[src/rtcm_regs.vh]
// register map constants for the real-time clock register block
// assumes byte-wide locations reached by a five-bit location index
`ifndef RTCM_REGS_VH
`define RTCM_REGS_VH

// ****************************************************************
// location indices
// ****************************************************************
`define RTCM_SUB_SECONDS        5'h00
`define RTCM_SECONDS_AND_STOP   5'h01
`define RTCM_MINUTES_COUNT      5'h02
`define RTCM_CENTURY_AND_HOURS  5'h03
`define RTCM_DAY_OF_WEEK        5'h04
`define RTCM_DAY_OF_MONTH       5'h05
`define RTCM_MONTH_COUNT        5'h06
`define RTCM_YEAR_COUNT         5'h07
`define RTCM_DIGITAL_TRIM       5'h08
`define RTCM_WATCHDOG_SETUP     5'h09
`define RTCM_ALARM1_MONTH       5'h0A
`define RTCM_ALARM1_DATE        5'h0B
`define RTCM_ALARM1_HOUR        5'h0C
`define RTCM_ALARM1_MINUTES     5'h0D
`define RTCM_ALARM1_SECONDS     5'h0E
`define RTCM_EVENT_FLAGS        5'h0F
`define RTCM_COUNTDOWN_VALUE    5'h10
`define RTCM_COUNTDOWN_CONTROL  5'h11
`define RTCM_ANALOG_TRIM        5'h12
`define RTCM_ALARM2_SELECT      5'h13
`define RTCM_ALARM2_MONTH       5'h14
`define RTCM_ALARM2_DATE        5'h15
`define RTCM_ALARM2_HOUR        5'h16
`define RTCM_ALARM2_MINUTES     5'h17
`define RTCM_ALARM2_SECONDS     5'h18
`define RTCM_LAST_CLOCK         5'h07

// ****************************************************************
// writable-bit masks (fixed-zero bits cleared)
// ****************************************************************
`define RTCM_MASK_FULL          8'hFF
`define RTCM_MASK_MINUTES       8'h7F
`define RTCM_MASK_DAY_OF_WEEK   8'h07
`define RTCM_MASK_DAY_OF_MONTH  8'h3F
`define RTCM_MASK_MONTH         8'h1F
`define RTCM_MASK_DIGITAL_TRIM  8'h7F
`define RTCM_MASK_WATCHDOG      8'h7F
`define RTCM_MASK_ALARM1_MONTH  8'h3F
`define RTCM_MASK_CD_CONTROL    8'h83
`define RTCM_MASK_ALARM2_SELECT 8'h02
`define RTCM_MASK_ALARM2_MONTH  8'h1F
`define RTCM_MASK_ALARM2_HOUR   8'hBF
`define RTCM_MASK_FLAGS         8'hFC

// ****************************************************************
// field positions
// ****************************************************************
`define RTCM_BIT_STOP           7
`define RTCM_BIT_FREQ_TEST      6
`define RTCM_BIT_DTRIM_SIGN     5
`define RTCM_BIT_BACKUP_ALARM   5
`define RTCM_BIT_RPT_FIFTH      6
`define RTCM_BIT_RPT            7
`define RTCM_BIT_HALT           6
`define RTCM_BIT_TIMER_EN       7
`define RTCM_BIT_ATRIM_SIGN     7
`define RTCM_BIT_ALARM2_EN      1
`define RTCM_FLAG_ALARM2        5

// ****************************************************************
// reset values
// ****************************************************************
`define RTCM_RESET_BYTE         8'h00
`define RTCM_RESET_FLAGS        6'h00

`endif

[src/rtcm_register_map.v]
// register map of a serial real-time clock: buffer/transfer bytes,
// calibration, watchdog, alarm, flag, timer and user storage locations.
// assumes a serial bus front end that marks the start and end of each
// transfer and gives byte reads and writes at a five-bit location, and
// timekeeping counters outside that offer their live value and accept a load.
//
// Functional notes
// - thirty-two byte locations, 00h to 1Fh
// - buffer keeps last-access time across power-down
// - second-alarm flag reads zero when disabled
// - 14h-18h full storage bytes when disabled
// - backup alarm enable at 0Ah bit 5
// - first alarm repeat bits, 0Bh-0Eh
// - second alarm repeat bits, 15h-18h
// - 08h holds test, trim sign, magnitude
// - 12h holds analog trim sign, magnitude
// - clock fields BCD, trims binary
// - halt blocks counter copies until cleared
// - clock write reloads counters, resets divider
`timescale 1ns/1ps
`include "rtcm_regs.vh"

module rtcm_register_map (
  input  wire        sys_clk,
  input  wire        sys_rst,
  input  wire        xfer_start,
  input  wire        xfer_end,
  input  wire        acc_wr,
  input  wire        acc_rd,
  input  wire [4:0]  acc_loc,
  input  wire [7:0]  acc_wdata,
  output wire [7:0]  acc_rdata,
  input  wire [63:0] live_time,
  input  wire        backup_entry,
  input  wire [5:0]  flag_set,
  output wire        time_load,
  output wire [63:0] time_load_data,
  output wire        divider_reset,
  output wire        oscillator_stop,
  output wire        frequency_test,
  output wire        digital_trim_sign,
  output wire [4:0]  digital_trim_magnitude,
  output wire [4:0]  watchdog_multiplier,
  output wire [1:0]  watchdog_resolution,
  output wire        backup_alarm_enable,
  output wire [4:0]  alarm1_repeat_bits,
  output wire [4:0]  alarm2_repeat_bits,
  output wire        halt_update,
  output wire [5:0]  event_flags,
  output wire [7:0]  countdown_value,
  output wire        timer_enable,
  output wire [1:0]  timer_frequency_select,
  output wire        analog_trim_sign,
  output wire [6:0]  analog_trim_magnitude,
  output wire        second_alarm_enable
);

  localparam DEPTH = 32;

  // ****************************************************************
  // storage
  // ****************************************************************
  reg [7:0]  loc_r [0:DEPTH-1];
  reg [5:0]  flags_r;
  reg        halt_r;
  reg        clk_dirty_r;
  reg        load_r;
  reg [7:0]  rdata_r;
  reg [7:0]  wmask;
  reg [7:0]  rbyte;
  reg [5:0]  flags_nxt;
  reg        halt_nxt;
  wire       alarm2_on;
  wire       wr_clock;
  integer    i;

  assign alarm2_on = loc_r[`RTCM_ALARM2_SELECT][`RTCM_BIT_ALARM2_EN];
  assign wr_clock  = acc_wr && (acc_loc <= `RTCM_LAST_CLOCK);

  // ****************************************************************
  // writable bits per location
  // ****************************************************************
  // writes through the mask, so a write leaves fixed-zero bits at zero; the counter copy into 00h-07h is not masked
  always @* begin
    case (acc_loc)
      `RTCM_MINUTES_COUNT:     wmask = `RTCM_MASK_MINUTES;
      `RTCM_DAY_OF_WEEK:       wmask = `RTCM_MASK_DAY_OF_WEEK;
      `RTCM_DAY_OF_MONTH:      wmask = `RTCM_MASK_DAY_OF_MONTH;
      `RTCM_MONTH_COUNT:       wmask = `RTCM_MASK_MONTH;
      `RTCM_DIGITAL_TRIM:      wmask = `RTCM_MASK_DIGITAL_TRIM;
      `RTCM_WATCHDOG_SETUP:    wmask = `RTCM_MASK_WATCHDOG;
      `RTCM_ALARM1_MONTH:      wmask = `RTCM_MASK_ALARM1_MONTH;
      `RTCM_EVENT_FLAGS:       wmask = `RTCM_MASK_FLAGS;
      `RTCM_COUNTDOWN_CONTROL: wmask = `RTCM_MASK_CD_CONTROL;
      `RTCM_ALARM2_SELECT:     wmask = `RTCM_MASK_ALARM2_SELECT;
      `RTCM_ALARM2_MONTH:
        wmask = alarm2_on ? `RTCM_MASK_ALARM2_MONTH : `RTCM_MASK_FULL;
      `RTCM_ALARM2_HOUR:
        wmask = alarm2_on ? `RTCM_MASK_ALARM2_HOUR : `RTCM_MASK_FULL;
      default:                 wmask = `RTCM_MASK_FULL;
    endcase
  end

  // ****************************************************************
  // flag and halt next values
  // ****************************************************************
  // hardware set wins over a clearing write in the same cycle
  always @* begin
    flags_nxt = flags_r;
    if (acc_wr && acc_loc == `RTCM_EVENT_FLAGS) begin
      flags_nxt = acc_wdata[7:2];
    end
    flags_nxt = flags_nxt | flag_set;
    halt_nxt  = halt_r;
    if (acc_wr && acc_loc == `RTCM_ALARM1_HOUR) begin
      halt_nxt = acc_wdata[`RTCM_BIT_HALT];
    end
    if (backup_entry) begin
      halt_nxt = 1'b1;
    end
  end

  // ****************************************************************
  // location array, buffer capture and write-back
  // ****************************************************************
  // thirty-two byte locations
  always @(posedge sys_clk or posedge sys_rst) begin
    if (sys_rst) begin
      for (i = 0; i < DEPTH; i = i + 1) begin
        loc_r[i] <= `RTCM_RESET_BYTE;
      end
      flags_r     <= `RTCM_RESET_FLAGS;
      halt_r      <= 1'b0;
      clk_dirty_r <= 1'b0;
      load_r      <= 1'b0;
    end else begin
      flags_r <= flags_nxt;
      halt_r  <= halt_nxt;
      load_r  <= 1'b0;
      if (xfer_start && !halt_r) begin
        for (i = 0; i <= `RTCM_LAST_CLOCK; i = i + 1) begin
          loc_r[i] <= live_time[i*8 +: 8];
        end
      end
      if (xfer_start) begin
        clk_dirty_r <= 1'b0;
      end
      if (acc_wr) begin
        loc_r[acc_loc] <= acc_wdata & wmask;
      end
      if (wr_clock) begin
        clk_dirty_r <= 1'b1;
      end
      if (xfer_end && (clk_dirty_r || wr_clock)) begin
        load_r      <= 1'b1;
        clk_dirty_r <= 1'b0;
      end
    end
  end

  // ****************************************************************
  // read path
  // ****************************************************************
  // selects the byte for a read, with special flag and halt views
  always @* begin
    rbyte = loc_r[acc_loc];
    case (acc_loc)
      `RTCM_EVENT_FLAGS: begin
        rbyte = {flags_r, 2'b00};
        if (!alarm2_on) begin
          rbyte[`RTCM_FLAG_ALARM2] = 1'b0;
        end
      end
      `RTCM_ALARM1_HOUR: begin
        rbyte[`RTCM_BIT_HALT] = halt_r;
      end
      default: begin
        rbyte = loc_r[acc_loc];
      end
    endcase
  end

  // read data registered one cycle after the request
  always @(posedge sys_clk or posedge sys_rst) begin
    if (sys_rst) begin
      rdata_r <= `RTCM_RESET_BYTE;
    end else if (acc_rd) begin
      rdata_r <= rbyte;
    end
  end

  assign acc_rdata = rdata_r;

  // ****************************************************************
  // counter load and control outputs
  // ****************************************************************
  // eight timekeeping bytes to counters
  genvar g;
  generate
    for (g = 0; g < 8; g = g + 1) begin : g_load
      assign time_load_data[g*8 +: 8] = loc_r[g];
    end
  endgenerate

  assign time_load     = load_r;
  assign divider_reset = load_r;

  assign oscillator_stop        = loc_r[`RTCM_SECONDS_AND_STOP][`RTCM_BIT_STOP];
  assign frequency_test         = loc_r[`RTCM_DIGITAL_TRIM][`RTCM_BIT_FREQ_TEST];
  assign digital_trim_sign      = loc_r[`RTCM_DIGITAL_TRIM][`RTCM_BIT_DTRIM_SIGN];
  assign digital_trim_magnitude = loc_r[`RTCM_DIGITAL_TRIM][4:0];
  assign watchdog_multiplier    = loc_r[`RTCM_WATCHDOG_SETUP][6:2];
  assign watchdog_resolution    = loc_r[`RTCM_WATCHDOG_SETUP][1:0];
  assign backup_alarm_enable    = loc_r[`RTCM_ALARM1_MONTH][`RTCM_BIT_BACKUP_ALARM];

  assign alarm1_repeat_bits = {loc_r[`RTCM_ALARM1_DATE][`RTCM_BIT_RPT_FIFTH],
                               loc_r[`RTCM_ALARM1_DATE][`RTCM_BIT_RPT],
                               loc_r[`RTCM_ALARM1_HOUR][`RTCM_BIT_RPT],
                               loc_r[`RTCM_ALARM1_MINUTES][`RTCM_BIT_RPT],
                               loc_r[`RTCM_ALARM1_SECONDS][`RTCM_BIT_RPT]};
  assign alarm2_repeat_bits = {loc_r[`RTCM_ALARM2_DATE][`RTCM_BIT_RPT_FIFTH],
                               loc_r[`RTCM_ALARM2_DATE][`RTCM_BIT_RPT],
                               loc_r[`RTCM_ALARM2_HOUR][`RTCM_BIT_RPT],
                               loc_r[`RTCM_ALARM2_MINUTES][`RTCM_BIT_RPT],
                               loc_r[`RTCM_ALARM2_SECONDS][`RTCM_BIT_RPT]};

  assign halt_update  = halt_r;
  assign event_flags  = {flags_r[5:4], flags_r[3] & alarm2_on, flags_r[2:0]};

  assign countdown_value        = loc_r[`RTCM_COUNTDOWN_VALUE];
  assign timer_enable           = loc_r[`RTCM_COUNTDOWN_CONTROL][`RTCM_BIT_TIMER_EN];
  assign timer_frequency_select = loc_r[`RTCM_COUNTDOWN_CONTROL][1:0];
  assign analog_trim_sign       = loc_r[`RTCM_ANALOG_TRIM][`RTCM_BIT_ATRIM_SIGN];
  assign analog_trim_magnitude  = loc_r[`RTCM_ANALOG_TRIM][6:0];
  assign second_alarm_enable    = alarm2_on;

endmodule // rtcm_register_map

[config.mk]
export PLATFORM = sky130hd
export DESIGN_NAME = rtcm_register_map
export DESIGN_NICKNAME = d
export VERILOG_FILES = /design/src/rtcm_register_map.v
export VERILOG_INCLUDE_DIRS = /design/src
export SDC_FILE = /design/constraint.sdc
export NUM_CORES = 1
export LEC_CHECK = 0
export ABC_AREA = 1
export BUFFER_PORTS_ARGS = -buffer_cell sky130_fd_sc_hd__buf_2
export CORE_MARGIN = 5
export CORE_UTILIZATION = 52
export DETAILED_ROUTE_END_ITERATION = 8
export PLACE_DENSITY = 0.7
export SKIP_CTS_REPAIR_TIMING = 1
export SYNTH_ARGS = -nofsm -noshare
export SYNTH_HDL_FRONTEND = slang
export SYNTH_SLANG_ARGS = --single-unit
[constraint.sdc]
create_clock -name sys_clk -period 10.44 [get_ports sys_clk]
set_clock_uncertainty 0.2 [all_clocks]
set_input_delay 0.522 -clock sys_clk [delete_from_list [all_inputs] [get_ports sys_clk]]
set_output_delay 0.522 -clock sys_clk [all_outputs]
set_load 0.05 [all_outputs]
# Word-level counts from Yosys, hierarchy flattened
# Index checks and enable logic that the tools add are counted.
[totals]
ff_bits = 273
inputBits = 90
output_inout_bits = 127
elab_cells = 91
[classes]
n_lt_le_gt_ge = 3
eq_ne = 13
n_mux = 22
n_bitwise = 4
reduce_logical = 12
[op_table]
columns = ["cell", "count"]
rows = [
  ["256-bit bitwise mux", 1],
  ["256-bit 2-to-1 mux", 1],
  ["8-bit one-hot mux with 9 select lines", 1],
  ["64-bit 2-to-1 mux", 1],
  ["8-bit binary-select mux with 5-bit select", 1],
  ["8-bit demux with 5-bit select", 1],
  ["8-bit 2-to-1 mux", 4],
  ["5-bit by 4-bit == test with 1-bit output (second input constant)", 5],
  ["5-bit == test (second input constant)", 4],
  ["5-bit by 3-bit == test with 1-bit output (second input constant)", 3],
  ["6-bit 2-to-1 mux", 2],
  ["8-bit AND", 1],
  ["1-bit 2-to-1 mux", 8],
  ["7-bit 2-to-1 mux", 1],
  ["6-bit greater-or-equal comparator (second input constant)", 1],
  ["1-bit logical AND", 6],
  ["6-bit by 1-bit < comparator with 1-bit output (second input constant)", 1],
  ["5-bit NOT with 6-bit output", 1],
  ["6-bit OR", 1],
  ["5-bit by 2-bit == test with 1-bit output (second input constant)", 1],
  ["5-bit by 3-bit <= comparator with 1-bit output (second input constant)", 1],
  ["3-bit nonzero test", 1],
  ["3-bit OR reduction", 1],
  ["1-bit one-hot mux with 2 select lines", 1],
  ["5 further kinds", 5],
]

# Longest topological paths before layout
[depth]
ltp_word = 7
ltp_mapped = 13
mapped_depth_nobuf = 11

# Worst setup path after synthesis
# No wires, ideal clock.
[synth_timing]
kind = "input-to-reg"
start = "input acc_loc[2]"
end = "register with a tool-made name"
setup_ns = 0.118
arrival_ns = 1.872
required_time_ns = 10.122
setup_slack_ns = 8.250
cell_stages = 10
cell_sequence = "buf_2 > nand3_1 > nor2_2 > nor2_1 > nand3_2 > nand2_1 > buf_4 > buf_6 > nand3_1 > nand2_1"
[synth_lines]
columns = ["item", "line", "rtl"]
rows = [
  ["start: declaration", "rtcm_register_map.v:30", "input wire [4:0] acc_loc,"],
]

==> metrics.md <==
| Metric | Value |
|---|---|
| Final hold viol count | `3` |
| FMAX | `298 MHz` |
| Slowest CP cell | `nand2_1` |
| Ys async rst share | `1.00` |
| Min Hold Slack | `-0.0169 ns` |
| First-pass GRT wire length | `72.1 mm` |
| Post-synth cell types | `30` |
| CTS tree | `yes` |
| Slew Limit Fails | `0` |
| DRC viols | `0` |
| Grt ovf | `0` |
| Pre-CTS setup slack | `6.71 ns` |
| Via count | `13200` |
| Nets@finish | `2045` |
| FILL cells | `2494` |
| Drt total wl | `46.9 mm` |
| Overall die area | `30800 µm²` |
| # IOs | `217` |
| Worst-Skew Late Latency | `0.56 ns` |
| Die W | `175 µm` |
| Final setup viols | `0` |
| Pin count of the biggest net entering global routing | `140` |
| First-pass DRT Iterations | `5` |
| P per Cell Area | `223 nW/µm²` |
| Critical Path RT | `10.73 ns` |
| Clock Pin Slew Worst Setup and Hold Paths | `0.06 ns` |
| Worst-path maximum fanout | `26` |
| Slew Limit Headroom | `0.114` |
| Shortest period the worst path allows | `3.36 ns` |
| Critical-path cell list | `buf_2 > nand2_1 > nor2_2 > nor2_1 > o21a_1 > nand2_1 > nand3_1 > nand2_1` |
| Max Cap Viol | `0` |
| Slack of the critical path | `7.08 ns` |
| Core area | `27000 µm²` |
| WP buf/inv | `1` |
| DR vias/cell | `5.67` |
| Peak VDD IR | `0.148 mV` |
| CP peak stage delay | `0.87 ns` |
| Critical Path Start Type | `primary input` |
| H-Tree Depth | `1` |
| Total GRT Usage | `0.298` |
| Post-DR wirelength/cell | `20.2 µm` |
| #FFs+latches synth | `272` |
| Family with the most delay on the worst path | `simple AND/OR/NAND/NOR gates` |
| Sum Neg Setup Slack | `0 ns` |
| Cell mode on critical path | `nand2_1` |
| Share of the core filled with cells | `0.585` |
| Layout Area Growth over Synthesis | `10.9%` |
| CTS root buf | `clkbuf_16` |
| Overall die height | `175 µm` |
| Number of synthesized flops with an enable pin | `0` |
| Final Wtd Congestion | `0.947` |
| Post-synth top flop | `dfrtp_1` |
| Vias in the first global route | `12500` |
| Crit share post-route | `0.322` |
| Seq/Total Area, Yosys | `0.479` |
| Failing checks | `negative hold slack` |
| Crit path arrival time | `3.65 ns` |
| Min-delay worst type | `primary input to async pin` |
| Post-DP HPWL | `31.2 mm` |
| Status | `finished with violations` |
| Post-Syn Nets | `1985` |
| Post-DRT Antenna Nets | `0` |
| Max Root-Sink Buffers | `3` |
| DRT iter0 DRCs | `1551` |
| Mean post-synth cell area | `7.51 µm²` |
| Slew @ Worst Pin | `1.33 ns` |
| Post-Syn Instances | `1895` |
| Yosys warnings | `0` |
| Critical path endpoint category | `flop` |
| Starting density of the core | `0.528` |
| Input/output buffers | `216` |
| Synthesized area | `14200 µm²` |
| Critical path class | `primary input to flop` |
| CTS buffer count | `30` |
| Proportion of layout cells with a drive suffix above 1 | `0.169` |
| Number of antenna violations at the first check in global routing | `2` |
| Clk sinks | `272` |
| Rows | `60` |
| Static Leak | `8.39 nW` |
| RSZ-0062 raised after global routing | `false` |
## per-layer routing
metal / track usage / share of wire
met5: 0 / 0
met4: 0.112 / 0.041
met3: 0.0751 / 0.11
met2: 0.467 / 0.45
met1: 0.403 / 0.40
## logic make-up after synthesis
group                  synth area share
multiplexers                     0.0285
AND/OR/NAND/NOR                   0.308
AO/OA/AOI/OAI                    0.0744
buffers and inverters             0.110
flip-flops                        0.479
## final timing paths
path                                          startpoint                            to  slack [ns]  cells after the start
worst min register to register  acc_rdata[4]$_DFFE_PP0P_      acc_rdata[4]$_DFFE_PP0P_        0.28                      2
worst min-delay path                             sys_rst                     async pin       -0.02                      2
max in group asynchronous                        sys_rst                     async pin        8.50                      3
worst max register to register   halt_update$_DFFE_PP0P_  time_load_data[51]$_DFF_PP0_        7.34                      6
worst max-delay path                          acc_loc[1]                          flop        7.08                      8
min in group sys_clk                        backup_entry       halt_update$_DFFE_PP0P_        0.04                      3
## synthesized netlist by cell type (18+ instances only)
master,number,share of area
a21oi_1,46,0.016
a31oi_1,18,0.0079
buf_4,114,0.060
clkbuf_1,65,0.017
dfrtp_1,272,0.48
inv_1,76,0.020
mux2_2,36,0.029
nand2_1,784,0.21
nand3_1,152,0.053
nand4_1,19,0.0084
nor2_1,112,0.030
o21ai_0,133,0.047
## worst register-to-register path: stages (launching register included)
cell     delay, ns
dfrtp_1       0.46
inv_1         0.74
nand2_2       0.53
buf_4         0.47
mux2_2        0.36
nand2_1       0.06
o21ai_0       0.10
## cell type report
cell class	count	area, µm²	share of cell area
antenna	2	5.00	0.000317
timing repair buffer	235	1240	0.0787
clock buffer	47	946	0.0600
inverter	91	349	0.0221
tap	341	427	0.0271
clock inverter	7	135	0.00857
multi-input combinational	1325	5860	0.372
sequential	272	6810	0.432
## per-stage QoR
step           instances  total power, mW  instance area [µm²]
6_report            2320             3.52                15800
2_1_floorplan       1895             2.22                14200
3_5_place_dp        2257             2.37                14600
3_3_place_gp        2257             2.36                14600
4_1_cts             2311             3.52                15700
5_1_grt             2320             3.67                15800
## power by group
group / internal (mW) / total (mW) / switching (mW)
clock network: 0.714 / 1.15 / 0.434
registers: 1.26 / 1.41 / 0.150
logic: 0.245 / 0.962 / 0.716
## cell usage in the layout (no fill, tap or decap), drive strengths merged, types with 5 or more instances in the layout
cell type	Yosys	final
nand2	786	786
dfrtp	272	272
buf	142	228
nand3	153	153
o21ai	134	134
nor2	115	115
inv	84	84
clkbuf	65	47
a21oi	46	46
mux2	36	36
nand4	19	19
a31oi	18	18
clkinv	7	10
dlygate4sd3	0	7
nand3b	5	5
nor3	5	5
(Power assumes the default switching activity.)
